## config.mk

```make
export PLATFORM = sky130hd
export DESIGN_NAME = epi_ext_irq
export DESIGN_NICKNAME = d
export VERILOG_FILES = /design/src/verilog/epi_pkg.sv /design/src/verilog/epi_ext_irq.sv
export SDC_FILE = /design/constraint.sdc
export NUM_CORES = 1
export LEC_CHECK = 0
export CAP_MARGIN = 20
export CORE_MARGIN = 5
export CORE_UTILIZATION = 34
export DETAILED_ROUTE_END_ITERATION = 10
export DONT_BUFFER_PORTS = 1
export PLACE_DENSITY_LB_ADDON = 0.05
export SYNTH_ARGS = -nofsm -noshare
export SYNTH_HDL_FRONTEND = slang
export SYNTH_SLANG_ARGS = --single-unit
```

## constraint.sdc

```tcl
create_clock -name clk -period 1.7 [get_ports clk]
set_input_delay 0.255 -clock clk [delete_from_list [all_inputs] [get_ports clk]]
set_output_delay 0.255 -clock clk [all_outputs]
set_load 0.005 [all_outputs]
```

## src/verilog/epi_pkg.sv

```systemverilog
package epi_pkg;
  // register offsets on the plain register port
  localparam logic [7:0] OFS_PIN_CHANGE_MASK = 8'h15;
  localparam logic [7:0] OFS_IRQ_FLAGS = 8'h3a;
  localparam logic [7:0] OFS_SENSE_CONTROL = 8'h35;
  localparam logic [7:0] OFS_IRQ_ENABLES = 8'h3b;
  localparam logic [7:0] OFS_GLOBAL_ENABLE = 8'h3f;
  localparam logic [7:0] OFS_INT_STATUS = 8'h30;
  localparam logic [7:0] OFS_INT_MASK = 8'h31;
  localparam logic [7:0] OFS_VECTOR = 8'h32;
  // field positions
  localparam int EXT_BIT = 6;
  localparam int PC_BIT = 5;
  localparam int GIE_BIT = 7;
  localparam int PC_WIDTH = 6;
  // reset values
  localparam logic [7:0] RST_ZERO = 8'h00;
  // vector addresses
  localparam logic [3:0] VEC_RESET = 4'h0;
  localparam logic [3:0] VEC_EXT = 4'h1;
  localparam logic [3:0] VEC_PIN_CHANGE = 4'h2;
  localparam logic [3:0] VEC_TIMER_OVF = 4'h3;
  localparam logic [3:0] VEC_EEPROM_RDY = 4'h4;
  localparam logic [3:0] VEC_COMPARATOR = 4'h5;
  localparam logic [3:0] VEC_MATCH_A = 4'h6;
  localparam logic [3:0] VEC_MATCH_B = 4'h7;
  localparam logic [3:0] VEC_WATCHDOG = 4'h8;
  localparam logic [3:0] VEC_ADC_DONE = 4'h9;
  // sense select encodings
  typedef enum logic [1:0] {
    SENSE_LOW = 2'h0,
    SENSE_ANY = 2'h1,
    SENSE_FALL = 2'h2,
    SENSE_RISE = 2'h3
  } epi_sense_t;
  // register port request
  typedef struct packed {
    logic [7:0] addr;
    logic [7:0] wdata;
    logic wr;
    logic rd;
  } epi_reg_req_t;
  // request toward the core
  typedef struct packed {
    logic valid;
    logic [3:0] vector;
  } epi_core_req_t;
endpackage

```

## src/verilog/epi_ext_irq.sv

```systemverilog
// Added by the designer: the strobed register port.
`timescale 1ns/1ns
// What this block does
// - ten vectors, reset lowest, fixed order
// - pins trigger even when driven outputs
// - any masked pin change raises request
// - pin change detected without a clock
// - low level requests while pin low
// - edges need clock, low level wakes
// - short low level wakes without interrupt
// - sense field selects level, change, edges
// - pin sampled first, longer pulses caught
// - enable bit 6 gates external interrupt
// - enable bit 5 gates pin change
// - external flag sets, clears, zero level
// - pin change flag sets and clears
// - flag, enable, global enable cause jump
// - mask bits enable each pin change
// - reserved bits read as zero
module epi_ext_irq #(
  parameter int PC_PINS = epi_pkg::PC_WIDTH
) (
  input wire logic clk,
  input wire logic reset,
  input wire logic clk_en,
  input wire epi_pkg::epi_reg_req_t reg_req,
  output logic [7:0] reg_rdata,
  input wire logic ext_irq_pin,
  input wire logic [PC_PINS-1:0] pin_change_inputs,
  input wire logic [6:0] other_requests,
  input wire logic core_ack,
  output epi_pkg::epi_core_req_t core_req,
  output logic wake,
  output logic irq
);
  import epi_pkg::*;

  logic [PC_PINS-1:0] pin_change_mask;
  logic [1:0] ext_sense_select;
  logic ext_irq_enable;
  logic pin_change_enable;
  logic global_enable;
  logic ext_irq_flag;
  logic pin_change_flag;
  logic [1:0] int_status;
  logic [1:0] int_mask;
  logic ext_q;
  logic ext_qq;
  logic [PC_PINS-1:0] pc_q;
  logic [PC_PINS-1:0] pc_ref;
  logic ext_event;
  logic pc_event;
  logic level_req;
  logic ext_req;
  logic pc_req;
  logic [3:0] next_vector;
  logic any_req;
  logic wr_flags;
  logic rd_status;
  epi_sense_t sense;

  assign sense = epi_sense_t'(ext_sense_select);
  assign wr_flags = clk_en && reg_req.wr && reg_req.addr == OFS_IRQ_FLAGS;
  assign rd_status = clk_en && reg_req.rd && reg_req.addr == OFS_INT_STATUS;

  ////////////////////////////////////////////////////////////////////////
  // pin sampling
  // inputs are sampled whatever the port direction, so software drives them
  // pins as outputs
  always_ff @(posedge clk) begin
    if (reset) begin
      ext_q <= 1'b1;
      ext_qq <= 1'b1;
      pc_q <= '0;
      pc_ref <= '0;
    end else if (clk_en) begin
      ext_q <= ext_irq_pin;
      ext_qq <= ext_q;
      pc_q <= pin_change_inputs;
      pc_ref <= pc_q;
    end
  end

  // edge and change detection on the sampled external pin
  // sense select decode
  always_comb begin
    unique case (sense)
      SENSE_LOW: ext_event = 1'b0;
      SENSE_ANY: ext_event = ext_q != ext_qq;
      SENSE_FALL: ext_event = !ext_q && ext_qq;
      SENSE_RISE: ext_event = ext_q && !ext_qq;
    endcase
  end

  assign pc_event = |((pc_q ^ pc_ref) & pin_change_mask);

  // level request follows the raw pin so it acts while the clock is stopped
  // level request held
  assign level_req = sense == SENSE_LOW && !ext_irq_pin;

  // wake needs no clock: raw level and raw mismatch against the older sample pc_ref
  // clockless pin change
  assign wake = (ext_irq_enable && level_req)
    || (pin_change_enable && |((pin_change_inputs ^ pc_ref) & pin_change_mask));

  ////////////////////////////////////////////////////////////////////////
  // control registers
  always_ff @(posedge clk) begin
    if (reset) begin
      pin_change_mask <= '0;
      ext_sense_select <= 2'h0;
      ext_irq_enable <= 1'b0;
      pin_change_enable <= 1'b0;
      global_enable <= 1'b0;
      int_mask <= 2'h0;
    end else if (clk_en && reg_req.wr) begin
      unique case (reg_req.addr)
        OFS_PIN_CHANGE_MASK: pin_change_mask <= reg_req.wdata[PC_PINS-1:0];
        OFS_SENSE_CONTROL: ext_sense_select <= reg_req.wdata[1:0];
        OFS_IRQ_ENABLES: begin
          ext_irq_enable <= reg_req.wdata[EXT_BIT];
          pin_change_enable <= reg_req.wdata[PC_BIT];
        end
        OFS_GLOBAL_ENABLE: global_enable <= reg_req.wdata[GIE_BIT];
        OFS_INT_MASK: int_mask <= reg_req.wdata[1:0];
        default: ;
      endcase
    end
  end

  ////////////////////////////////////////////////////////////////////////
  // interrupt flags; a new event wins over a clear in the same cycle
  // external flag
  always_ff @(posedge clk) begin
    if (reset) begin
      ext_irq_flag <= 1'b0;
    end else if (clk_en) begin
      if (sense == SENSE_LOW) begin
        ext_irq_flag <= 1'b0;
      end else if (ext_event) begin
        ext_irq_flag <= 1'b1;
      end else if ((wr_flags && reg_req.wdata[EXT_BIT])
          || (core_ack && core_req.valid && core_req.vector == VEC_EXT)) begin
        ext_irq_flag <= 1'b0;
      end
    end
  end

  always_ff @(posedge clk) begin
    if (reset) begin
      pin_change_flag <= 1'b0;
    end else if (clk_en) begin
      if (pc_event) begin
        pin_change_flag <= 1'b1;
      end else if ((wr_flags && reg_req.wdata[PC_BIT])
          || (core_ack && core_req.valid && core_req.vector == VEC_PIN_CHANGE)) begin
        pin_change_flag <= 1'b0;
      end
    end
  end

  ////////////////////////////////////////////////////////////////////////
  // request arbitration toward the core
  // level mode asks from the synchronised pin, no flag involved
  // level must persist
  assign ext_req = ext_irq_enable && (sense == SENSE_LOW ? !ext_qq : ext_irq_flag);
  assign pc_req = pin_change_enable && pin_change_flag;

  always_comb begin
    next_vector = VEC_RESET;
    any_req = 1'b1;
    if (ext_req) begin
      next_vector = VEC_EXT;
    end else if (pc_req) begin
      next_vector = VEC_PIN_CHANGE;
    end else if (other_requests[0]) begin
      next_vector = VEC_TIMER_OVF;
    end else if (other_requests[1]) begin
      next_vector = VEC_EEPROM_RDY;
    end else if (other_requests[2]) begin
      next_vector = VEC_COMPARATOR;
    end else if (other_requests[3]) begin
      next_vector = VEC_MATCH_A;
    end else if (other_requests[4]) begin
      next_vector = VEC_MATCH_B;
    end else if (other_requests[5]) begin
      next_vector = VEC_WATCHDOG;
    end else if (other_requests[6]) begin
      next_vector = VEC_ADC_DONE;
    end else begin
      any_req = 1'b0;
    end
  end

  // registered request; an ack drops it so a stale vector is never reused
  // gated jump request
  always_ff @(posedge clk) begin
    if (reset) begin
      core_req <= '0;
    end else if (clk_en) begin
      core_req.valid <= global_enable && any_req && !(core_ack && core_req.valid);
      core_req.vector <= next_vector;
    end
  end

  ////////////////////////////////////////////////////////////////////////
  // sticky status for the level interrupt output, cleared by reading it
  always_ff @(posedge clk) begin
    if (reset) begin
      int_status <= 2'h0;
    end else if (clk_en) begin
      int_status <= (rd_status ? 2'h0 : int_status) | {pc_event, ext_event};
    end
  end

  assign irq = |(int_status & int_mask);

  ////////////////////////////////////////////////////////////////////////
  // read data, one cycle after the strobe
  // reserved read zero
  always_ff @(posedge clk) begin
    if (reset) begin
      reg_rdata <= RST_ZERO;
    end else if (clk_en) begin
      reg_rdata <= RST_ZERO;
      if (reg_req.rd) begin
        unique case (reg_req.addr)
          OFS_PIN_CHANGE_MASK: reg_rdata <= 8'(pin_change_mask);
          // a flag still draining after a switch to level mode must not show
          OFS_IRQ_FLAGS: reg_rdata <= {1'b0, ext_irq_flag && sense != SENSE_LOW,
            pin_change_flag, 5'h00};
          OFS_SENSE_CONTROL: reg_rdata <= {6'h00, ext_sense_select};
          OFS_IRQ_ENABLES: reg_rdata <= {1'b0, ext_irq_enable, pin_change_enable, 5'h00};
          OFS_GLOBAL_ENABLE: reg_rdata <= {global_enable, 7'h00};
          OFS_INT_STATUS: reg_rdata <= {6'h00, int_status};
          OFS_INT_MASK: reg_rdata <= {6'h00, int_mask};
          OFS_VECTOR: reg_rdata <= {any_req, 3'h0, next_vector};
          default: reg_rdata <= RST_ZERO;
        endcase
      end
    end
  end

  ////////////////////////////////////////////////////////////////////////
  // checks
  property p_level_flag_zero;
    @(posedge clk) disable iff (reset)
    (clk_en && sense == SENSE_LOW) |=> !ext_irq_flag;
  endproperty
  a_level_flag_zero: assert property (p_level_flag_zero) else $error("flag set in level mode");

  property p_fall_sets;
    @(posedge clk) disable iff (reset)
    (clk_en && sense == SENSE_FALL && !ext_q && ext_qq) |=> ext_irq_flag;
  endproperty
  a_fall_sets: assert property (p_fall_sets) else $error("falling edge lost");

  property p_pc_sets;
    @(posedge clk) disable iff (reset)
    (clk_en && |((pc_q ^ pc_ref) & pin_change_mask)) |=> pin_change_flag;
  endproperty
  a_pc_sets: assert property (p_pc_sets) else $error("pin change lost");

  property p_mask_blocks;
    @(posedge clk) disable iff (reset)
    (clk_en && !pin_change_flag && pin_change_mask == '0) |=> !pin_change_flag;
  endproperty
  a_mask_blocks: assert property (p_mask_blocks) else $error("masked pin set flag");

  property p_no_gie;
    @(posedge clk) disable iff (reset)
    (clk_en && !global_enable) |=> !core_req.valid;
  endproperty
  a_no_gie: assert property (p_no_gie) else $error("request without global enable");

  property p_ext_first;
    @(posedge clk) disable iff (reset)
    (clk_en && global_enable && ext_req && !(core_ack && core_req.valid))
      |=> core_req.valid && core_req.vector == VEC_EXT;
  endproperty
  a_ext_first: assert property (p_ext_first) else $error("external not first");

  property p_level_wake;
    @(posedge clk) disable iff (reset)
    (ext_irq_enable && sense == SENSE_LOW && !ext_irq_pin) |-> wake;
  endproperty
  a_level_wake: assert property (p_level_wake) else $error("level did not wake");

  property p_flag_clear_write;
    @(posedge clk) disable iff (reset)
    (wr_flags && reg_req.wdata[PC_BIT] && !pc_event) |=> !pin_change_flag;
  endproperty
  a_flag_clear_write: assert property (p_flag_clear_write) else $error("flag not cleared");

  property p_reserved_zero;
    @(posedge clk) disable iff (reset)
    (clk_en && reg_req.rd && reg_req.addr == OFS_IRQ_FLAGS) |=> reg_rdata[4:0] == 5'h00;
  endproperty
  a_reserved_zero: assert property (p_reserved_zero) else $error("reserved bits set");

  property p_rise_sets;
    @(posedge clk) disable iff (reset)
    (clk_en && sense == SENSE_RISE && ext_q && !ext_qq) |=> ext_irq_flag;
  endproperty
  a_rise_sets: assert property (p_rise_sets) else $error("rising edge lost");

  property p_any_sets;
    @(posedge clk) disable iff (reset)
    (clk_en && sense == SENSE_ANY && ext_q != ext_qq) |=> ext_irq_flag;
  endproperty
  a_any_sets: assert property (p_any_sets) else $error("pin change of ext lost");

  property p_ext_clear_write;
    @(posedge clk) disable iff (reset)
    (wr_flags && reg_req.wdata[EXT_BIT] && !ext_event) |=> !ext_irq_flag;
  endproperty
  a_ext_clear_write: assert property (p_ext_clear_write) else $error("ext flag kept");

  property p_ext_clear_entry;
    @(posedge clk) disable iff (reset)
    (clk_en && core_ack && core_req.valid && core_req.vector == VEC_EXT && !ext_event)
      |=> !ext_irq_flag;
  endproperty
  a_ext_clear_entry: assert property (p_ext_clear_entry) else $error("entry kept flag");

  property p_pc_clear_entry;
    @(posedge clk) disable iff (reset)
    (clk_en && core_ack && core_req.valid && core_req.vector == VEC_PIN_CHANGE && !pc_event)
      |=> !pin_change_flag;
  endproperty
  a_pc_clear_entry: assert property (p_pc_clear_entry) else $error("entry kept pc flag");

  property p_ext_gated;
    @(posedge clk) disable iff (reset)
    (clk_en && !ext_irq_enable) |=> !(core_req.valid && core_req.vector == VEC_EXT);
  endproperty
  a_ext_gated: assert property (p_ext_gated) else $error("external not enabled");

  property p_pc_gated;
    @(posedge clk) disable iff (reset)
    (clk_en && !pin_change_enable) |=> !(core_req.valid && core_req.vector == VEC_PIN_CHANGE);
  endproperty
  a_pc_gated: assert property (p_pc_gated) else $error("pin change not enabled");

  property p_level_flag_read;
    @(posedge clk) disable iff (reset)
    (clk_en && reg_req.rd && reg_req.addr == OFS_IRQ_FLAGS && sense == SENSE_LOW)
      |=> !reg_rdata[EXT_BIT];
  endproperty
  a_level_flag_read: assert property (p_level_flag_read) else $error("level flag read");

  property p_pc_second;
    @(posedge clk) disable iff (reset)
    (clk_en && global_enable && !ext_req && pc_req && !(core_ack && core_req.valid))
      |=> core_req.valid && core_req.vector == VEC_PIN_CHANGE;
  endproperty
  a_pc_second: assert property (p_pc_second) else $error("pin change not second");

  property p_enables_reserved;
    @(posedge clk) disable iff (reset)
    (clk_en && reg_req.rd && reg_req.addr == OFS_IRQ_ENABLES)
      |=> !reg_rdata[7] && reg_rdata[4:0] == 5'h00;
  endproperty
  a_enables_reserved: assert property (p_enables_reserved) else $error("enable spare set");

  property p_ack_drops;
    @(posedge clk) disable iff (reset)
    (clk_en && core_ack && core_req.valid) |=> !core_req.valid;
  endproperty
  a_ack_drops: assert property (p_ack_drops) else $error("request kept after ack");

  property p_no_reset_vector;
    @(posedge clk) disable iff (reset)
    core_req.valid |-> core_req.vector != VEC_RESET;
  endproperty
  a_no_reset_vector: assert property (p_no_reset_vector) else $error("reset vector asked");
endmodule

```

==> results of run 1 <==
logic make-up (layout without fill, tap and decap cells):
group,after synthesis,count (layout),share of synthesized area (%)
and+or+nand+nor,93,93,21.10
AOI/OAI and AO/OA,49,49,17.27
DFF,44,44,39.09
muxes,30,30,13.55
buffers and inverters,18,28,3.221
xor gates and xnor gates,12,12,4.664
adders and majority gates,2,2,1.110
power groups by stage:
stage	registers (W)	clock network, W	logic, W
2_1_floorplan	0.00109	0	0.000129
3_3_place_gp	0.00110	0	0.000126
3_5_place_dp	0.00110	0	0.000127
4_1_cts	0.00107	0.000909	0.000128
5_1_grt	0.00108	0.000969	0.000144
6_report	0.00107	0.000885	0.000129
cells in the mapped netlist, types with 3 or more instances:
library cell and n:
nand3_1 13, inv_1 7, nand2_1 13, nor3_1 3, clkbuf_1 7, a221oi_1 4
xor2_1 12, a21oi_1 7, mux2_2 4, nand4_1 3, buf_2 4, a22oi_1 7
nor2_1 39, nand2b_1 6, a22o_1 7, o21ai_0 4, mux2i_1 26, dfxtp_1 44
worst min-delay path by stage:
stage,endpoint,cells past startpoint
3_3_place_gp,core_req[4],1
3_5_place_dp,core_req[4],1
5_1_grt,global_enable,1
4_1_cts,core_req[2],1
2_1_floorplan,ext_q,2
6_report,core_req[2],1
registers in the layout, indices dropped and copies added, names as in the netlist, 2 cells and up:
register,cells
reg_rdata,8
pc_q,6
pc_ref,6
pin_change_mask,6
core_req,5
ext_sense_select,2
int_mask,2
int_status,2
cell usage in the layout (no fill, tap or decap), types with 4 or more instances in the layout:
master / n
nor2_1: 39
inv_1: 7
xor2_1: 12
mux2_2: 4
nand3_1: 13
nand2b_1: 6
clkbuf_8: 7
a21oi_1: 7
o21ai_0: 4
a22o_1: 7
nand2_1: 13
mux2i_1: 26
buf_4: 12
a22oi_1: 7
dfxtp_1: 44
area by class of cell:
cell class                      instances  area, um2  area share [%]
Timing Repair Buffer                   13      100.1           3.947
Tap cell                               77      96.34           3.799
Inverter                                7      26.28           1.036
Multi-Input combinational cell        186       1306           51.50
Sequential cell                        44      880.8           34.73
Clock inverter                          1      30.03           1.184
Clock buffer                            7      96.34           3.799
timing repair:
| action | in CTS | in global routing |
|---|---|---|
| setup buffers | 0 | 0 |
| endpoints found under the hold margin | 0 | 1 |
| endpoints found under the setup margin | 0 | 3 |
| hold buffers | 0 | 1 |
| gates resized for setup | 0 | 1 |
metal layers:
layer	vias to the layer above	GRT usage [%]	wire (um)
met4	0	3.301	47
li1	917	-	-
met5	-	0	0
met3	4	4.545	308
met1	850	19.81	2907
met2	37	22.73	2788
per-stage QoR:
| step | cells | cell area (um2) | hold slack, ns | power, W |
|---|---|---|---|---|
| 6_report | 335 | 2536 | 0.01807 | 0.002085 |
| 5_1_grt | 335 | 2536 | 0.004106 | 0.002190 |
| 4_1_cts | 334 | 2520 | 0.009333 | 0.002110 |
| 3_5_place_dp | 326 | 2394 | 0.3320 | 0.001224 |
| 3_3_place_gp | 326 | 2394 | 0.3314 | 0.001223 |
| 2_1_floorplan | 248 | 2253 | 0.3854 | 0.001221 |
==> flow_summary.json, run 1 <==
{
  "gp_congestion": 0.8103,
  "grt_pass1_wl_mm": 9.784,
  "port_buffers": 0,
  "irDropWorstVdd_mv": 0.4176,
  "rsz0062_at_grt": "no",
  "power_switching_w": 0.0004503,
  "n_antenna_cell": 0,
  "avgSynthCellArea_um2": 9.086,
  "final-setup-viol-count": 0,
  "grt_max_degree": 35,
  "drive_gt1_share_pct": 12.40,
  "dp_slack_ns": 0.006003,
  "synthArstFlopShare_pct": 0,
  "clockBufferDepth": 2,
  "ys_seq_elements": 44,
  "leakage_nw": 1.096,
  "die_area_mm2": 0.008356,
  "grt_usage_pct": 14.62,
  "max_stage_delay_ns": 0.34,
  "worst-path-stages": 5,
  "hpwl_mm": 4.588,
  "core_area_mm2": 0.006386,
  "crit_end": "wake",
  "hold_viol": 0,
  "syn-cell-area_mm2": 0.002253,
  "ioPinCount": 51,
  "worstMarginPinSlew_ns": 0.4867,
  "h-tree-depth": 2,
  "yosysUniqueCellTypes": 45,
  "ant_nets": 0,
  "worst_setup_path_end_kind": "output pin",
  "grt_pass1_vias": 1768,
  "hold_start": "reset",
  "power_density_mw_per_mm2": 822.2,
  "outcome": "finished clean",
  "num_rows": 29,
  "hold_path.class": "input pin to flip-flop",
  "slew_violations": 0,
  "cp-start-kind": "flip-flop",
  "syn_to_final_growth_pct": 12.55,
  "clock-sinks": 44,
  "start_util_pct": 35.29,
  "synth_edf_count": 0,
  "crit_arrival_ns": 1.31,
  "crit_buf_inv": 0,
  "tritoncts": "built",
  "worstPathRequired_ns": 1.44,
  "n_fill_cell": 656,
  "final_nets": 295,
  "synth_top_area_share_pct": 39.09,
  "timing.rr.start": "ext_sense_select[0]",
  "swShare_pct": 21.59,
  "cts_buffers": 5,
  "path_cells": "xor2_1 -> a22oi_1 -> nand3_1 -> nand2_1 -> o41ai_1",
  "critPathTopFamily": "flip-flops",
  "path_class": "flip-flop to output pin",
  "internal_power_w": 0.001635,
  "finalCritPeriodShare_pct": 92.29,
  "die_y_um": 91.41,
  "grt_antenna_before_repair": 0,
  "rr_worst_depth": 6,
  "regToRegSetupSlack_ns": 0.13,
  "drc": 0,
  "syn_inst": 248,
  "yosys_warnings": 0,
  "maxCapViolations": 0,
  "fin_ws_ns": 0.1310,
  "synth_top_area_cell": "dfxtp_1",
  "synth_area_leaders": "dfxtp_1 39%, mux2i_1 12%, nor2_1 6.5%",
  "finish.utilization_pct": 39.71,
  "setup.worst_path.start": "pc_ref[1]",
  "seqPwrFrac_pct": 51.4,
  "ys_seq_area_share_pct": 39.09,
  "setup_tns_ns": 0,
  "root_buffer": "clkbuf_8",
  "routed_via_density": 5.397,
  "wl_per_cell_um": 18.07,
  "clk_latency_ns": 0.29,
  "timing.fmax_ghz": 0.6374,
  "vias": 1808,
  "r2r-end": "ext_irq_flag",
  "maxSlewHeadroom_pct": 67.43,
  "totalWireLength_mm": 6.052,
  "crit_slowest_cell": "dfxtp_1",
  "grt.overflow.total": 0,
  "drtIter0Drc": 82,
  "synth_nets": 286,
  "clk_pin_slew_ns": 0.09,
  "worstPathMaxFanout": 3,
  "finalCriticalPeriod_ns": 1.569,
  "ys.flop_type": "dfxtp_1",
  "die_w_um": 91.41,
  "comb_power_share_pct": 6.2,
  "p_clk_share_pct": 42.4,
  "firstDrtPassIters": 4,
  "skew_ns": 0.008007
}
Power figures use the tool's default switching activity.
==> run 2: changes to the inputs <==
--- a/config.mk
+++ b/config.mk
@@ -11,6 +11,7 @@
 export DETAILED_ROUTE_END_ITERATION = 10
 export DONT_BUFFER_PORTS = 1
 export PLACE_DENSITY_LB_ADDON = 0.05
+export REMOVE_ABC_BUFFERS = 1
 export SYNTH_ARGS = -nofsm -noshare
 export SYNTH_HDL_FRONTEND = slang
 export SYNTH_SLANG_ARGS = --single-unit
==> run 2 against run 1 <==
Compared with the run above:
- critical path depth is the same
- maximum frequency down 0.53%
- largest cell class unchanged
- combinational power shrank 4%
- first-iteration DRC count rose by 1.2%
- critical endpoint unchanged
- clock skew up 0.0039 ns
- worst setup slack worse by 0.0083 ns
- flip-flop and latch count unchanged
- design area shrank 1.1%
- via count down 0.72%
- sequential share of layout area up 0.50 points
- clock-buffer cell count fell by 1
==> flow_summary.json, run 2 (same netlist as run 1, synthesis figures left out) <==
{
  "timing.rr.start": "ext_sense_select[1]",
  "grt_usage_pct": 14.84,
  "skew_ns": 0.01193,
  "hold_path.class": "input pin to flip-flop",
  "crit_slowest_cell": "dfxtp_1",
  "worstPathMaxFanout": 3,
  "clock-sinks": 44,
  "grt.overflow.total": 0,
  "finalCritPeriodShare_pct": 92.78,
  "n_antenna_cell": 0,
  "irDropWorstVdd_mv": 0.6026,
  "grt_pass1_vias": 1859,
  "slew_violations": 0,
  "die_y_um": 91.41,
  "num_rows": 29,
  "leakage_nw": 1.082,
  "r2r-end": "reg_rdata[0]",
  "final_cell_area_mm2": 0.002507,
  "die_w_um": 91.41,
  "wl_per_cell_um": 18.20,
  "timing.fmax_ghz": 0.6340,
  "totalWireLength_mm": 6.023,
  "ioPinCount": 51,
  "root_buffer": "clkbuf_8",
  "final_nets": 291,
  "ant_nets": 0,
  "syn_to_final_growth_pct": 11.27,
  "grt_pass1_wl_mm": 9.942,
  "path_class": "flip-flop to output pin",
  "final-seq-area_um2": 883.3,
  "port_buffers": 0,
  "min_to": "pc_ref[3]",
  "post_cts_buffers": 0,
  "regToRegSetupSlack_ns": 0.19,
  "maxSlewHeadroom_pct": 66.77,
  "gp_congestion": 0.8271,
  "layout_common_cells": "42 x dfxtp_1, 39 x nor2_1, 26 x mux2i_1",
  "finalCriticalPeriod_ns": 1.577,
  "start_util_pct": 35.29,
  "core_area_mm2": 0.006386,
  "maxCapViolations": 0,
  "worstMarginPinSlew_ns": 0.4966,
  "multi_input_area_mm2": 0.001310,
  "cp-start-kind": "flip-flop",
  "setup_tns_ns": 0,
  "cts_buffers": 5,
  "drive_gt1_share_pct": 12.20,
  "firstDrtPassIters": 4,
  "power_density_mw_per_mm2": 818.1,
  "clk_pin_slew_ns": 0.09,
  "place_area_mm2": 0.002364,
  "hold_path_depth": 1,
  "max_stage_delay_ns": 0.34,
  "final-setup-viol-count": 0,
  "outcome": "finished clean",
  "drtIter0Drc": 83,
  "worst_setup_path_end_kind": "output pin",
  "clk_latency_ns": 0.30,
  "clockBufferDepth": 2,
  "vias": 1795,
  "rsz0062_at_grt": "no",
  "n_fill_cell": 654,
  "worstPathRequired_ns": 1.44,
  "grt_max_degree": 35,
  "h-tree-depth": 2,
  "hold_start": "reset",
  "crit_arrival_ns": 1.32,
  "drc": 0,
  "final_common_cell": "dfxtp_1",
  "largest_reg_flops": 8,
  "grt_antenna_before_repair": 0,
  "die_area_mm2": 0.008356,
  "regMostFlops": "reg_rdata",
  "routed_via_density": 5.423,
  "hold_viol": 0,
  "hpwl_mm": 4.557,
  "rr_worst_depth": 6,
  "path_cells": "xor2_1 -> a22oi_2 -> nand3_2 -> nand2_1 -> o41ai_1",
  "tritoncts": "built"
}
## run 2: changes by cell type in the layout (fill, tap and decap cells not counted), sizes merged
cell,delta
buf,-4
clkbuf,-1
clkinv,+1
## run 2: worst max path at each step
| stage | end | cells after the start | slack [ns] | from |
|---|---|---|---|---|
| floorplan | int_status[1] | 4 | 0.17 | reg_req[17] |
| global placement | pin_change_mask[0] | 5 | 0.04 | reg_req[17] |
| detailed placement | pin_change_mask[3] | 5 | 0.02 | reg_req[17] |
| CTS | wake | 5 | 0.03 | pc_ref[1] |
| global route | wake | 5 | 0.002 | pc_ref[2] |
| finish | wake | 5 | 0.12 | pc_ref[1] |
## run 2: worst max-delay path: cells and delay by family, from the launching register on
family | cells | cell delay, ns
AND/OR/NAND/NOR | 2 | 0.20
flip-flops | 1 | 0.34
AO/OA/AOI/OAI | 2 | 0.31
XOR/XNOR | 1 | 0.17
## run 2: what timing repair did
action / 4_1_cts / 5_1_grt
hold buffers: 0 / 1
gates resized for setup: 0 / 5
setup endpoints to repair: 0 / 3
endpoints found under the hold margin: 0 / 1
## run 2: layer usage
| metal | vias to the layer above | share of wire, % | track usage (%) |
|---|---|---|---|
| met5 | - | 0 | 0 |
| met4 | 0 | 0.40 | 2.934 |
| met3 | 2 | 6.5 | 4.380 |
| met2 | 49 | 50 | 24.70 |
| met1 | 837 | 43 | 19.03 |
| li1 | 907 | - | - |
## run 2: layout make-up
class,count,area share (%)
multi-input cells,186,52.25
flip-flops and latches,44,35.23
well taps,77,3.842
clock buffers,6,3.293
repair buffers,9,2.794
clock inverters,2,1.547
inverters,7,1.048
## run 2: through the flow
stage | hold WS [ns] | utilization, % | std cells | setup slack, ns | power [W]
6_report | 0.01677 | 39.26 | 331 | 0.1227 | 0.002051
5_1_grt | 0.002291 | 39.26 | 331 | 0.001936 | 0.002141
4_1_cts | 0.003778 | 38.91 | 330 | 0.03205 | 0.002076
3_5_place_dp | 0.3326 | 37.01 | 322 | 0.02098 | 0.001218
3_3_place_gp | 0.3323 | 37.01 | 322 | 0.03525 | 0.001217
2_1_floorplan | 0.3241 | - | 237 | 0.1704 | 0.001191
## run 2: where the power goes
| part | total, W | switching (W) | internal, W |
|---|---|---|---|
| registers | 0.00107 | 0.0000208 | 0.00105 |
| clock network | 0.000855 | 0.000374 | 0.000481 |
| logic | 0.000124 | 0.0000620 | 0.0000615 |
